$ cat config.mk
export PLATFORM = sky130hd
export DESIGN_NAME = rstr_ctrl
export DESIGN_NICKNAME = d
export VERILOG_FILES = /design/src/rtl/rstr_pkg.sv /design/src/rtl/rstr_ctrl.sv
export VERILOG_INCLUDE_DIRS = /design/src /design/src/rtl
export SDC_FILE = /design/constraint.sdc
export NUM_CORES = 1
export LEC_CHECK = 0
export ABC_AREA = 1
export BUFFER_PORTS_ARGS = -buffer_cell sky130_fd_sc_hd__buf_2
export CAP_MARGIN = 0
export CORE_AREA = 2 2 85 87
export CTS_CLUSTER_SIZE = 10
export DETAILED_ROUTE_END_ITERATION = 6
export DIE_AREA = 0 0 87 89
export PLACE_DENSITY = 0.81
export RECOVER_POWER = 50
export SKIP_LAST_GASP = 1
export SLEW_MARGIN = 25
export SYNTH_ARGS = -nofsm -noshare
export SYNTH_HDL_FRONTEND = slang
export SYNTH_SLANG_ARGS = --single-unit
$ cat constraint.sdc
create_clock -name pclk -period 6.2 [get_ports pclk]
set_clock_uncertainty 0.2 [all_clocks]
set_input_delay 0 -clock pclk [delete_from_list [all_inputs] [get_ports pclk]]
set_output_delay 0 -clock pclk [all_outputs]
set_load 0.02 [all_outputs]
$ cat src/rtl/rstr_defines.svh
// Purpose: Offsets, field positions, reset values and timing counts of the reset controller
// Assumes: 32-bit APB data, byte addresses
// Notes:   Definitions only
`ifndef RSTR_DEFINES_SVH
`define RSTR_DEFINES_SVH
`define RSTR_OFS_CMD        12'h000
`define RSTR_OFS_STATUS     12'h004
`define RSTR_OFS_MODE       12'h008
`define RSTR_KEY_VALUE      8'ha5
`define RSTR_KEY_HI         31
`define RSTR_KEY_LO         24
`define RSTR_CMD_CPU        0
`define RSTR_CMD_PERIPH     2
`define RSTR_CMD_PIN        3
`define RSTR_ST_FALL        0
`define RSTR_ST_CAUSE_HI    10
`define RSTR_ST_CAUSE_LO    8
`define RSTR_ST_LEVEL       16
`define RSTR_ST_BUSY        17
`define RSTR_MD_PIN_EN      0
`define RSTR_MD_IRQ_EN      4
`define RSTR_MD_LEN_HI      11
`define RSTR_MD_LEN_LO      8
`define RSTR_MODE_RESET     32'h00000001
`define RSTR_SOFT_CYCLES    2'h3
`define RSTR_SLOW_DIV       10'd763
`endif

$ cat src/rtl/rstr_pkg.sv
// Purpose: Types shared by the reset controller
// Assumes: Used together with rstr_defines.svh
// Notes:   Cause codes as reported in the status register
package rstr_pkg;
  typedef enum logic [2:0] {
    RSTR_CAUSE_GENERAL  = 3'h0,
    RSTR_CAUSE_BACKUP   = 3'h1,
    RSTR_CAUSE_WATCHDOG = 3'h2,
    RSTR_CAUSE_SOFT     = 3'h3,
    RSTR_CAUSE_PIN      = 3'h4
  } rstr_cause_t;

  typedef struct packed {
    logic       cpu;
    logic       periph;
    logic       pin;
  } rstr_resets_t;
endpackage : rstr_pkg

$ cat src/rtl/rstr_ctrl.sv
// Purpose: APB register interface and sequencing of a reset controller
// Assumes: One clock pclk at 25 MHz; slow clock is an enable from a divider
// Notes:   External reset pin is split into in, out and enable (enable low drives)
// Notes on behaviour
// RULE1: Keyed command bit 0 resets the processor
// RULE2: Keyed command bit 2 resets peripherals
// RULE3: Keyed command bit 3 drives pin low
// RULE4: Writes without key 0xa5 ignored entirely
// RULE5: Pin falling edge sets sticky flag
// RULE6: Status read clears flag and interrupt
// RULE7: Interrupt when flag, irq enable, pin reset off
// RULE8: Cause code in status bits 10 to 8
// RULE9: Status read leaves cause unchanged
// RULE10: Pin level sampled every clock into bit 16
// RULE11: Busy bit 17 during soft reset
// RULE12: Software waits for busy clear
// RULE13: Mode bit 0 enables pin-triggered reset
// RULE14: Pin pulse lasts 2^(length+1) slow cycles
// RULE15: Mode writes blocked when write-protected
// RULE16: Soft reset lasts three slow cycles
// RULE17: Command writes ignored while busy
// RULE18: Length zero gives two-cycle pulse
// RULE19: Soft cause only with processor bit
// RULE20: Reserved and key bits read zero
//
// Decided for this implementation: the APB interface to the registers.
`timescale 1ns/1ps
`include "rstr_defines.svh"

module rstr_ctrl (
  input  wire logic                 pclk,            // APB clock
  input  wire logic                 presetn,         // Async reset, active low
  input  wire logic                 psel,            // APB select
  input  wire logic                 penable,         // APB access phase
  input  wire logic                 pwrite,          // APB write
  input  wire logic [11:0]          paddr,           // APB byte address
  input  wire logic [31:0]          pwdata,          // APB write data
  output logic      [31:0]          prdata,          // APB read data
  output logic                      pready,          // APB ready
  output logic                      pslverr,         // APB error
  input  wire logic                 write_protect_enable, // System write protection
  input  wire logic                 pin_in,          // External reset pin level
  output logic                      pin_out,         // External reset pin output value
  output logic                      pin_oe_n,        // Low while driving the pin
  output rstr_pkg::rstr_resets_t    resets,          // Internal reset requests, active high
  output logic                      irq              // Pin fall interrupt
);
  import rstr_pkg::*;

  // Mode reset value kept whole so each field is cut from it explicitly
  localparam logic [31:0] mode_reset_val = `RSTR_MODE_RESET;

  typedef enum logic [1:0] {
    RSTR_IDLE = 2'b00,
    RSTR_SOFT = 2'b01,
    RSTR_USER = 2'b11
  } rstr_state_t;

  logic              fall_flag_reg;
  logic              level_reg;
  logic [2:0]        cause_reg;
  logic              pin_reset_enable_reg;
  logic              irq_enable_reg;
  logic [3:0]        pulse_length_reg;
  rstr_state_t       state_reg;
  logic [1:0]        soft_cnt_reg;
  logic              cpu_pending_reg;
  logic [16:0]       pulse_cnt_reg;
  logic [9:0]        div_reg;
  logic              slow_tick;
  logic              wr_en;
  logic              rd_en;
  logic              key_ok;
  logic              cmd_hit;
  logic              status_read;
  logic              busy;
  logic              pin_low_seen;
  rstr_resets_t      resets_reg;

  assign wr_en       = psel && penable && pwrite;
  assign rd_en       = psel && penable && !pwrite;
  // Single-cycle access keeps the master's wait trivial
  assign pready      = 1'b1;
  assign pslverr     = 1'b0;
  // RULE4: key check
  assign key_ok      = pwdata[`RSTR_KEY_HI:`RSTR_KEY_LO] == `RSTR_KEY_VALUE;
  assign busy        = state_reg == RSTR_SOFT;
  assign status_read = rd_en && (paddr == `RSTR_OFS_STATUS);
  // RULE17: command blocked while busy
  assign cmd_hit     = wr_en && (paddr == `RSTR_OFS_CMD) && key_ok && !busy
                       && (state_reg == RSTR_IDLE)
                       && (pwdata[`RSTR_CMD_CPU] || pwdata[`RSTR_CMD_PERIPH] || pwdata[`RSTR_CMD_PIN]);
  // Pin driven low by us does not count as a user reset
  assign pin_low_seen = !level_reg && pin_oe_n;

  // Slow clock enable from the 25 MHz clock
  always_ff @(posedge pclk or negedge presetn)
  begin
    if (!presetn)
      div_reg <= 10'h000;
    else if (div_reg == `RSTR_SLOW_DIV - 10'd1)
      div_reg <= 10'h000;
    else
      div_reg <= div_reg + 10'd1;
  end
  assign slow_tick = div_reg == `RSTR_SLOW_DIV - 10'd1;

  // RULE10: pin level sampled
  always_ff @(posedge pclk or negedge presetn)
  begin
    if (!presetn)
      level_reg <= 1'b1;
    else
      level_reg <= pin_in;
  end

  // RULE5: falling edge sets flag; RULE6: read clears, set wins
  always_ff @(posedge pclk or negedge presetn)
  begin
    if (!presetn)
      fall_flag_reg <= 1'b0;
    else if (level_reg && !pin_in)
      fall_flag_reg <= 1'b1;
    else if (status_read)
      fall_flag_reg <= 1'b0;
  end

  // RULE7: interrupt gating
  always_ff @(posedge pclk or negedge presetn)
  begin
    if (!presetn)
      irq <= 1'b0;
    else
      irq <= ((level_reg && !pin_in) || (fall_flag_reg && !status_read))
             && irq_enable_reg && !pin_reset_enable_reg;
  end

  // RULE15: mode write needs key and no protection
  always_ff @(posedge pclk or negedge presetn)
  begin
    if (!presetn)
    begin
      pin_reset_enable_reg <= mode_reset_val[`RSTR_MD_PIN_EN];
      irq_enable_reg       <= mode_reset_val[`RSTR_MD_IRQ_EN];
      pulse_length_reg     <= mode_reset_val[`RSTR_MD_LEN_HI:`RSTR_MD_LEN_LO];
    end
    else if (wr_en && (paddr == `RSTR_OFS_MODE) && key_ok && !write_protect_enable)
    begin
      pin_reset_enable_reg <= pwdata[`RSTR_MD_PIN_EN];
      irq_enable_reg       <= pwdata[`RSTR_MD_IRQ_EN];
      pulse_length_reg     <= pwdata[`RSTR_MD_LEN_HI:`RSTR_MD_LEN_LO];
    end
  end

  // RULE16: soft reset and RULE13: user reset sequencing
  always_ff @(posedge pclk or negedge presetn)
  begin
    if (!presetn)
    begin
      state_reg       <= RSTR_IDLE;
      soft_cnt_reg    <= 2'h0;
      cpu_pending_reg <= 1'b0;
      resets_reg      <= '0;
    end
    else
    begin
      case (state_reg)
        RSTR_IDLE:
        begin
          if (cmd_hit)
          begin
            // RULE1: processor reset
            resets_reg.cpu    <= pwdata[`RSTR_CMD_CPU];
            // RULE2: peripheral reset
            resets_reg.periph <= pwdata[`RSTR_CMD_PERIPH];
            resets_reg.pin    <= 1'b0;
            cpu_pending_reg   <= pwdata[`RSTR_CMD_CPU];
            soft_cnt_reg      <= 2'h0;
            state_reg         <= RSTR_SOFT;
          end
          else if (pin_low_seen && pin_reset_enable_reg && slow_tick)
          begin
            resets_reg.cpu    <= 1'b1;
            resets_reg.periph <= 1'b1;
            state_reg         <= RSTR_USER;
          end
        end
        RSTR_SOFT:
        begin
          if (slow_tick)
          begin
            if (soft_cnt_reg == `RSTR_SOFT_CYCLES - 2'h1)
            begin
              resets_reg.cpu    <= 1'b0;
              resets_reg.periph <= 1'b0;
              state_reg         <= RSTR_IDLE;
            end
            else
              soft_cnt_reg <= soft_cnt_reg + 2'h1;
          end
        end
        RSTR_USER:
        begin
          // Held until the pin is seen high on a slow tick
          if (level_reg && slow_tick)
          begin
            resets_reg.cpu    <= 1'b0;
            resets_reg.periph <= 1'b0;
            state_reg         <= RSTR_IDLE;
          end
        end
        default:
          state_reg <= RSTR_IDLE;
      endcase
    end
  end
  assign resets = '{cpu: resets_reg.cpu, periph: resets_reg.periph, pin: !pin_oe_n};

  // RULE8: cause updated on processor reset release; RULE19: soft only with cpu bit
  always_ff @(posedge pclk or negedge presetn)
  begin
    if (!presetn)
      cause_reg <= RSTR_CAUSE_GENERAL;
    else if (state_reg == RSTR_SOFT && slow_tick && soft_cnt_reg == `RSTR_SOFT_CYCLES - 2'h1
             && cpu_pending_reg)
      cause_reg <= RSTR_CAUSE_SOFT;
    else if (state_reg == RSTR_USER && level_reg && slow_tick)
      cause_reg <= RSTR_CAUSE_PIN;
  end

  // RULE3: pin drive; RULE14 and RULE18: length 2^(n+1) slow cycles
  always_ff @(posedge pclk or negedge presetn)
  begin
    if (!presetn)
    begin
      pulse_cnt_reg <= 17'h00000;
      pin_oe_n      <= 1'b1;
    end
    else if (cmd_hit && pwdata[`RSTR_CMD_PIN])
    begin
      pulse_cnt_reg <= 17'((18'h00002 << pulse_length_reg) - 18'h1);
      pin_oe_n      <= 1'b0;
    end
    else if (!pin_oe_n && slow_tick)
    begin
      if (pulse_cnt_reg == 17'h00000)
        pin_oe_n <= 1'b1;
      else
        pulse_cnt_reg <= pulse_cnt_reg - 17'h00001;
    end
  end
  assign pin_out = 1'b0;

  // RULE20: reserved and key bits read zero; RULE9: read leaves cause
  always_ff @(posedge pclk or negedge presetn)
  begin
    if (!presetn)
      prdata <= 32'h00000000;
    else if (psel && !penable && !pwrite)
    begin
      prdata <= 32'h00000000;
      if (paddr == `RSTR_OFS_STATUS)
      begin
        // A fall caught on the setup edge must reach this read, since its access clears the flag
        prdata[`RSTR_ST_FALL]                       <= fall_flag_reg || (level_reg && !pin_in);
        prdata[`RSTR_ST_CAUSE_HI:`RSTR_ST_CAUSE_LO] <= cause_reg;
        prdata[`RSTR_ST_LEVEL]                      <= level_reg;
        // RULE11: busy flag
        prdata[`RSTR_ST_BUSY]                       <= busy;
      end
      else if (paddr == `RSTR_OFS_MODE)
      begin
        prdata[`RSTR_MD_PIN_EN]                 <= pin_reset_enable_reg;
        prdata[`RSTR_MD_IRQ_EN]                 <= irq_enable_reg;
        prdata[`RSTR_MD_LEN_HI:`RSTR_MD_LEN_LO] <= pulse_length_reg;
      end
    end
  end

  property p_cmd_starts_busy;
    @(posedge pclk) disable iff (!presetn) cmd_hit |=> busy;
  endproperty
  a_cmd_starts_busy: assert property (p_cmd_starts_busy) else $error("busy not set"); // RULE11

  property p_cpu_cmd;
    @(posedge pclk) disable iff (!presetn) cmd_hit && pwdata[0] |=> resets.cpu;
  endproperty
  a_cpu_cmd: assert property (p_cpu_cmd) else $error("cpu reset missing"); // RULE1

  property p_periph_cmd;
    @(posedge pclk) disable iff (!presetn) cmd_hit && pwdata[2] |=> resets.periph;
  endproperty
  a_periph_cmd: assert property (p_periph_cmd) else $error("periph reset missing"); // RULE2

  property p_pin_cmd;
    @(posedge pclk) disable iff (!presetn) cmd_hit && pwdata[3] |=> !pin_oe_n && !pin_out;
  endproperty
  a_pin_cmd: assert property (p_pin_cmd) else $error("pin not driven"); // RULE3

  property p_bad_key;
    @(posedge pclk) disable iff (!presetn)
      wr_en && paddr == 12'h008 && pwdata[31:24] != 8'ha5 |=> $stable(pulse_length_reg) && $stable(irq_enable_reg);
  endproperty
  a_bad_key: assert property (p_bad_key) else $error("unkeyed mode write took effect"); // RULE4

  property p_fall_sets;
    @(posedge pclk) disable iff (!presetn) level_reg && !pin_in |=> fall_flag_reg;
  endproperty
  a_fall_sets: assert property (p_fall_sets) else $error("fall flag not set"); // RULE5

  property p_read_clears;
    @(posedge pclk) disable iff (!presetn) status_read && !(level_reg && !pin_in) |=> !fall_flag_reg && !irq;
  endproperty
  a_read_clears: assert property (p_read_clears) else $error("read did not clear flag"); // RULE6

  property p_irq_gate;
    @(posedge pclk) disable iff (!presetn) irq |-> $past(irq_enable_reg) && !$past(pin_reset_enable_reg);
  endproperty
  a_irq_gate: assert property (p_irq_gate) else $error("irq without enable"); // RULE7

  property p_level;
    @(posedge pclk) disable iff (!presetn) ##1 level_reg == $past(pin_in);
  endproperty
  a_level: assert property (p_level) else $error("level not sampled"); // RULE10

  property p_cause_stable_read;
    @(posedge pclk) disable iff (!presetn) status_read && state_reg == RSTR_IDLE |=> $stable(cause_reg);
  endproperty
  a_cause_stable_read: assert property (p_cause_stable_read) else $error("read changed cause"); // RULE9

  c_soft: cover property (@(posedge pclk) disable iff (!presetn) cmd_hit ##1 busy);
  c_user: cover property (@(posedge pclk) disable iff (!presetn) state_reg == RSTR_USER);
  c_irq:  cover property (@(posedge pclk) disable iff (!presetn) irq);
endmodule : rstr_ctrl

==> flow_summary.ini, run 1 <==
[outcome]
outcome = complete, but fails checks
violations = max-capacitance violations, max-slew violations

[power_and_ir_drop]
p_leak_nw = 2.05
p_clk_share_pct = 27.1
p_int_w = 0.000514
power.switching_w = 0.000261
p_seq_share_pct = 50.4
p_sw_share_pct = 33.6
combPwrFrac_pct = 22.4
vdd_drop_max_mv = 0.105
power_density_mw_per_mm2 = 190

[global_routing]
grt_max_degree = 55
grt_overflow = 0
grt_pass1_wl_um = 14000
grt_usage_pct = 22.5
antenna_found_initial = 0
first_global_vias = 3183

[routing]
viasPerCell = 5.17
drt_wl_total_um = 8280
drtIter0Drc = 161
ant_nets = 0
dr.pass1.iters = 4
wire_per_inst_um = 12.5
vias = 3415
drc = 0

[cells_and_area]
final_cells = 660
final_nets = 634
largest_register_ffs = 17
area_delta_synth_final_pct = 12.8
drive_above_1_share_pct = 14.0
final_util_pct = 60.7
n_antenna_cell = 0

[worst_setup_path]
startpoint_type = flop
crit_fanout = 21
arrival_ns = 3.07
critPathKind = flop to flop
cp.required_ns = 6.19
critPathCaptureType = flop

[logic_synthesis]
synth_compound_area_share_pct = 8.03
synthTopCellsByArea = dfrtp_1, nand2_1, nor2_1
muxShareOfSynthArea_pct = 0
synth_top_area_cell = dfrtp_1
synth_area_per_cell_sq_um = 7.00
synth_cells = 516
yosys-top-cells-count = nand2_1, nor2_1, inv_1
synth_most_common_cell = nand2_1
synth_top_family_by_area = simple AND/OR/NAND/NOR gates
synth_edf_count = 0
syn_area_sq_mm = 0.00361
synth_top_cell_area_share_pct = 35.3
ys_warn_count = 0
yosys.area_share.simple_pct = 37.8
ys.flop_type = dfrtp_1
yosys.area_share.adder_pct = 1.39
yosys_register_bits = 54
synth_xor_area_share_pct = 1.21
async_reset_ff_share_pct = 100
synthDistinctLibCells = 33
synth-seq-area-share_pct = 37.5

[floorplan]
ios = 91
die_area_sq_mm = 0.00774
fp.coreArea_sq_mm = 0.00672
initial_core_util_pct = 53.8
die_x_um = 87
fp.dieH_um = 89
rows = 30

[sta]
fmax_ghz = 0.325
rsz0062_at_grt = no
finalHoldViolations = 0
slew-limit-headroom_pct = -91.7
slew_viol_final = 55
period_minus_slack_ns = 3.08
setup_tns_ns = 0
fin_crit_sh_pct = 49.6
whs_ns = 0.0300
setup_viol = 0
worst_pin_slew_ns = 2.88

[clocking]
clkLatencyLatePin_ns = 0.31
cts_made_buffers = 5
cts_tree = yes
cts_num_sinks = 54
postCtsSetupBuffers = 0
clkTransAtPathRegs_ns = 0.11
cts_root_buf = clkbuf_8
clk_path_buf_depth = 2
h-tree-depth = 2

[placement]
dp_hpwl_um = 5980
gp_congestion = 0.922
place.port_buffers = 47
placed_cells = 632

[job]
maxCapViolations = 1

[worst_hold_path]
hold_class = input port to flop
==> per-stage QoR <==
step / area [sq um] / power, W / setup slack, ns
2_1_floorplan: 3710 / 0.000522 / 3.86
3_3_place_gp: 3800 / 0.000556 / 3.23
3_5_place_dp: 3800 / 0.000563 / 3.19
4_1_cts: 4090 / 0.000779 / 3.17
5_1_grt: 4080 / 0.000819 / 2.50
6_report: 4080 / 0.000775 / 3.12
==> what timing repair did <==
action                    in CTS  in global routing
gates resized for setup        0                  0
hold buffers                  20                  0
hold endpoints to repair      72                  0
==> cells by family (layout without fill, tap and decap cells) <==
group,Yosys count,count (layout)
AO/OA/AOI/OAI,48,48
buffers and inverters,102,141
XOR/XNOR,5,5
flip-flops,54,54
AND/OR/NAND/NOR,301,301
other,2,27
adder cells (fa/ha/maj),4,4
==> layout make-up <==
cell class,count,area (sq um)
Clock buffer,5,68.8
Clock inverter,3,28.8
Fill cell,597,2640
Inverter,64,240
Multi-Input combinational cell,385,1850
Sequential cell,54,1360
Tap cell,80,100
Timing Repair Buffer,69,432
==> critical path: stages, from the launching register on <==
cell	delay, ns
dfrtp_1	0.43
nor2_2	0.26
nand3_2	0.14
nor2_4	0.31
nand4_4	0.34
nand2_1	0.62
inv_1	0.42
nand2_1	0.13
o21ai_0	0.09
==> layout by cell type, fill, tap and decap left out, drive strengths merged, types with 17 or more instances in the layout <==
cell type | Yosys | final
inv | 63 | 64
nand4 | 17 | 17
buf | 34 | 36
conb | 2 | 27
nand2 | 151 | 151
nor2 | 81 | 81
clkbuf | 4 | 18
nand3 | 33 | 33
o21ai | 17 | 17
dlygate4sd3 | 0 | 20
dfrtp | 51 | 51
==> power groups by stage <==
stage,combinational [W],clock [W],sequential (W)
floorplan,0.000115,0,0.000407
global route,0.000197,0.000227,0.000395
global placement,0.000159,0,0.000397
finish,0.000174,0.000210,0.000391
detailed placement,0.000165,0,0.000398
CTS,0.000173,0.000215,0.000391
==> per-layer routing <==
layer  vias up  GRT usage, %  part of all wire [%]
li1       1718             -                     -
met1      1558          29.5                    45
met2       121          38.7                    48
met3        18          2.12                   4.8
met4         0          8.81                   2.1
met5         -             0                     0
==> path summary, 6_finish.rpt <==
path,from,endpoint,slack [ns],cells after the start
setup reg to reg,state_reg[0],pulse_cnt_reg[1],3.12,8
min in group asynchronous,presetn,soft_cnt_reg[0],1.03,3
setup / recovery,state_reg[0],pulse_cnt_reg[1],3.12,8
max in group asynchronous,presetn,pulse_length_reg[0],3.16,3
hold / removal,paddr[4],prdata[4],0.03,6
hold reg to reg,soft_cnt_reg[0],soft_cnt_reg[0],0.29,1
Note: power is estimated with default switching activity, not from simulation.
==> inputs of run 2 (changes only) <==
- clock period: 6.2 -> 3.05 ns (I/O delays scaled with it)
==> flow_summary.ini, run 2 (synthesis gave the netlist of run 1 again) <==
[worst_setup_path]
cp-startpoint = paddr[0]
reg2reg_depth = 9
r2r_start = state_reg[0]
r2r_slack_ns = 0.48
cp.required_ns = 3.11
arrival_ns = 2.66
critPathCaptureType = flop
startpoint_type = input port
worstReg2RegEnd = cpu_pending_reg
critPathKind = input port to flop
crit_fanout = 6

[cells_and_area]
n_antenna_cell = 0
drive_above_1_share_pct = 14.4
largest_register_ffs = 17
final_nets = 637
final_common_cell = nand2_1
area_delta_synth_final_pct = 14.6
layout_common_cells = nand2_1, nor2_1, inv_1
final_area_sq_mm = 0.00414

[floorplan]
fp.dieH_um = 89
fp.coreArea_sq_mm = 0.00672
die_x_um = 87
die_area_sq_mm = 0.00774
rows = 30
ios = 91
initial_core_util_pct = 53.8

[outcome]
violations = max-capacitance violations, max-slew violations
outcome = complete, but fails checks

[sta]
finalHoldViolations = 0
worst_pin_slew_ns = 2.12
period_minus_slack_ns = 2.60
rsz0062_at_grt = no
slew_viol_final = 40
setup_tns_ns = 0
setup_viol = 0
fmax_ghz = 0.384
slew-limit-headroom_pct = -41.6
fin_crit_sh_pct = 85.3

[clocking]
clkLatencyLatePin_ns = 0.31
h-tree-depth = 2
cts_num_sinks = 54
clkTransAtPathRegs_ns = 0.10
hold_buffers = 19
ctsResizeCount = 0
clk_path_buf_depth = 2
cts_root_buf = clkbuf_8
cts_tree = yes
postCtsSetupBuffers = 0
cts_made_buffers = 5

[routing]
drtIter0Drc = 149
viasPerCell = 5.14
drt_wl_total_um = 8360
wire_per_inst_um = 12.6
vias = 3406
ant_nets = 0
dr.pass1.iters = 5
drc = 0

[placement]
dp_hpwl_um = 6190
place.port_buffers = 47
place_area_sq_mm = 0.00383
gp_congestion = 0.900

[power_and_ir_drop]
power_density_mw_per_mm2 = 418
p_leak_nw = 2.09
vdd_drop_max_mv = 0.303

[global_routing]
grt_overflow = 0
grt_max_degree = 40
antenna_found_initial = 0
grt_pass1_wl_um = 14700
first_global_vias = 3354
grt_usage_pct = 23.8

[worst_hold_path]
min_path_cells = 7
min_to = pin_oe_n
hold_class = input port to flop
worstHoldStart = paddr[3]

[job]
maxCapViolations = 1
## run 2: critical path, stage by stage
cell	delay [ns]
dlygate4sd3_1	0.54
buf_2	0.13
nor4_1	0.24
dlygate4sd3_1	0.62
inv_1	0.05
nor2_1	0.29
nand3_1	0.12
dlygate4sd3_1	0.59
nand2_1	0.07
## run 2: layer usage
metal,global-route usage [%],wire length (um),up-vias
met3,3.51,498,17
li1,-,-,1716
met2,41.3,4050,123
met5,0,0,-
met1,30.3,3630,1550
met4,8.52,181,0
## run 2: area by class of cell
class / instances / area, sq um
Tap cell: 80 / 100
Fill cell: 591 / 2580
Timing Repair Buffer: 72 / 454
Clock buffer: 6 / 82.6
Clock inverter: 2 / 60.1
Inverter: 64 / 240
Multi-Input combinational cell: 385 / 1850
Sequential cell: 54 / 1360
## run 2: report_power, final
| part | total, W | internal [W] | switching, W |
|---|---|---|---|
| clock | 0.000585 | 0.000350 | 0.000235 |
| sequential | 0.000797 | 0.000762 | 0.0000353 |
| combinational | 0.000348 | 0.000113 | 0.000235 |
## run 2: how the worst max path moves through the flow
stage                      endpoint  slack, ns  cells after the start
2_1_floorplan     pulse_cnt_reg[16]       0.71                     16
3_3_place_gp      pulse_cnt_reg[12]       0.58                     17
3_5_place_dp      pulse_cnt_reg[16]       0.54                     17
4_1_cts           pulse_cnt_reg[16]       0.52                     17
5_1_grt           pulse_cnt_reg[12]       0.24                     17
6_report       pin_reset_enable_reg       0.45                      9
## run 2: metrics by stage
stage               hold slack (ns)  power (W)  worst slack [ns]  std cells  utilization [%]
finish                       0.0134    0.00173             0.449        663             61.7
global route                 0.0386    0.00183             0.241        663             61.7
CTS                          0.0130    0.00174             0.516        663             61.9
detailed placement          -0.0840    0.00115             0.544        636             56.9
global placement            -0.0844    0.00113             0.580        636             56.9
floorplan                    -0.496    0.00106             0.713        541                -
==> inputs of run 3 (changes only) <==
- clock period: 3.05 -> 2.65 ns (I/O delays scaled with it)
==> flow_summary.ini, run 3 (synthesis gave the netlist of run 1 again) <==
[placement]
gp_congestion = 0.919
place.port_buffers = 47
dp_hpwl_um = 6150
placed_cells = 636
dp_slack_ns = 0.126

[power_and_ir_drop]
p_leak_nw = 2.13
power_density_mw_per_mm2 = 463
design_power_total_w = 0.00194
vdd_drop_max_mv = 0.286

[cells_and_area]
final_cells = 666
layout_common_cells = nand2_1, nor2_1, inv_1
drive_above_1_share_pct = 17.2
n_antenna_cell = 0
largest_register_ffs = 17
final_util_pct = 62.2
area_delta_synth_final_pct = 15.6
final_common_cell = nand2_1
final_nets = 640

[sta]
worst_pin_slew_ns = 1.34
setup_slack_ns = 0.0978
finalHoldViolations = 1
rsz0062_at_grt = yes
setup_viol = 0
fmax_ghz = 0.392
fin_crit_sh_pct = 96.3
setup_tns_ns = 0
whs_ns = -0.0159
period_minus_slack_ns = 2.55
slew_viol_final = 0
slew-limit-headroom_pct = 10.5

[clocking]
clkTransAtPathRegs_ns = 0.11
clkLatencyLatePin_ns = 0.32
cts_made_buffers = 5
h-tree-depth = 2
cts_root_buf = clkbuf_8
cts_tree = yes
cts_num_sinks = 54
clk_path_buf_depth = 2

[worst_setup_path]
worstReg2RegEnd = cpu_pending_reg
path_buf_inv = 5
path_cells = dlygate4sd3_1 -> buf_2 -> nor4_1 -> dlygate4sd3_1 -> inv_1 -> nor2_2 -> nand3_1 -> dlygate4sd3_1 -> nand2_1
critPathKind = input port to flop
startpoint_type = input port
cpPeakStageDelay_ns = 0.63
cp.required_ns = 2.72
cp-startpoint = paddr[1]
reg2reg_depth = 9
arrival_ns = 2.62
critPathCaptureType = flop
r2r_slack_ns = 0.16
path_delay_family = buffers and inverters
slowest_stage = dlygate4sd3_1
r2r_start = state_reg[1]
crit_fanout = 6
crit_top_cell = dlygate4sd3_1

[global_routing]
use_met2_pct = 41.2
grt_overflow = 0
first_global_vias = 3261
grt_usage_pct = 24.1
grt.busiest_layer = met2
grt_use_met1_pct = 31.7
grt_max_degree = 55
grt_pass1_wl_um = 14800
antenna_found_initial = 0
grtUsageMet3_pct = 3.42

[job]
maxCapViolations = 0

[routing]
wire_per_inst_um = 13.3
ant_nets = 0
drt_wl_total_um = 8860
drtIter0Drc = 258
dr.pass1.iters = 6
viasPerCell = 5.22
drc = 0
vias = 3475

[floorplan]
fp.dieH_um = 89
die_x_um = 87
ios = 91
die_area_sq_mm = 0.00774
initial_core_util_pct = 53.8
fp.coreArea_sq_mm = 0.00672
rows = 30

[worst_hold_path]
worstHoldStart = paddr[3]
min_path_cells = 7
hold_class = input port to flop
min_to = pin_oe_n

[outcome]
violations = negative hold slack
outcome = complete, but fails checks
-- run 3: cell type report --
type                       instances  area (sq um)
inverter                          64           240
timing repair buffer              75           485
tap                               80           100
multi-input combinational        385          1880
sequential                        54          1360
clock buffer                       5          68.8
clock inverter                     3          47.5
fill                             596          2540
-- run 3: worst max-delay path by stage --
stage,endpoint,slack (ns),cells after the start
finish,pin_reset_enable_reg,0.1,9
global route,pulse_cnt_reg[14],-0.03,18
CTS,pin_reset_enable_reg,0.06,9
detailed placement,pulse_cnt_reg[16],0.13,17
global placement,pulse_cnt_reg[16],0.24,17
floorplan,pulse_cnt_reg[16],0.31,16
-- run 3: repair_timing --
item | in CTS | in global routing
resized for setup | 0 | 8
buffers inserted | 0 | 3
hold buffers | 19 | 0
hold endpoints to repair | 76 | 0
endpoints found under the setup margin | 0 | 15
-- run 3: report_power, final --
group	total (W)	switching, W	internal [W]
Combinational	0.000420	0.000274	0.000146
Clock	0.000590	0.000301	0.000289
Sequential	0.000925	0.0000468	0.000879
Total	0.00194	0.000622	0.00131
-- run 3: per-layer routing --
layer / routed length, um / vias to the layer above / share of wire, %
li1: - / 1725 / -
met1: 3790 / 1598 / 43
met2: 4390 / 138 / 50
met3: 521 / 14 / 5.9
met4: 154 / 0 / 1.7
met5: 0 / - / 0
-- run 3: worst reg2reg max path: stages, from the launching register on --
cell and delay, ns:
dfrtp_2 0.46, nor2_4 0.14, nand3_2 0.10, nor2_4 0.13, buf_4 0.21, o311ai_2 0.17
or2_2 0.32, nand2_1 0.07, dlygate4sd3_1 0.56, inv_1 0.04
-- run 3: per-stage QoR --
| step | hold WS [ns] | cell area (sq um) |
|---|---|---|
| 2_1_floorplan | -0.496 | 3710 |
| 3_3_place_gp | -0.183 | 3840 |
| 3_5_place_dp | -0.179 | 3840 |
| 4_1_cts | 0.00455 | 4150 |
| 5_1_grt | 0.0168 | 4180 |
| 6_report | -0.0159 | 4180 |
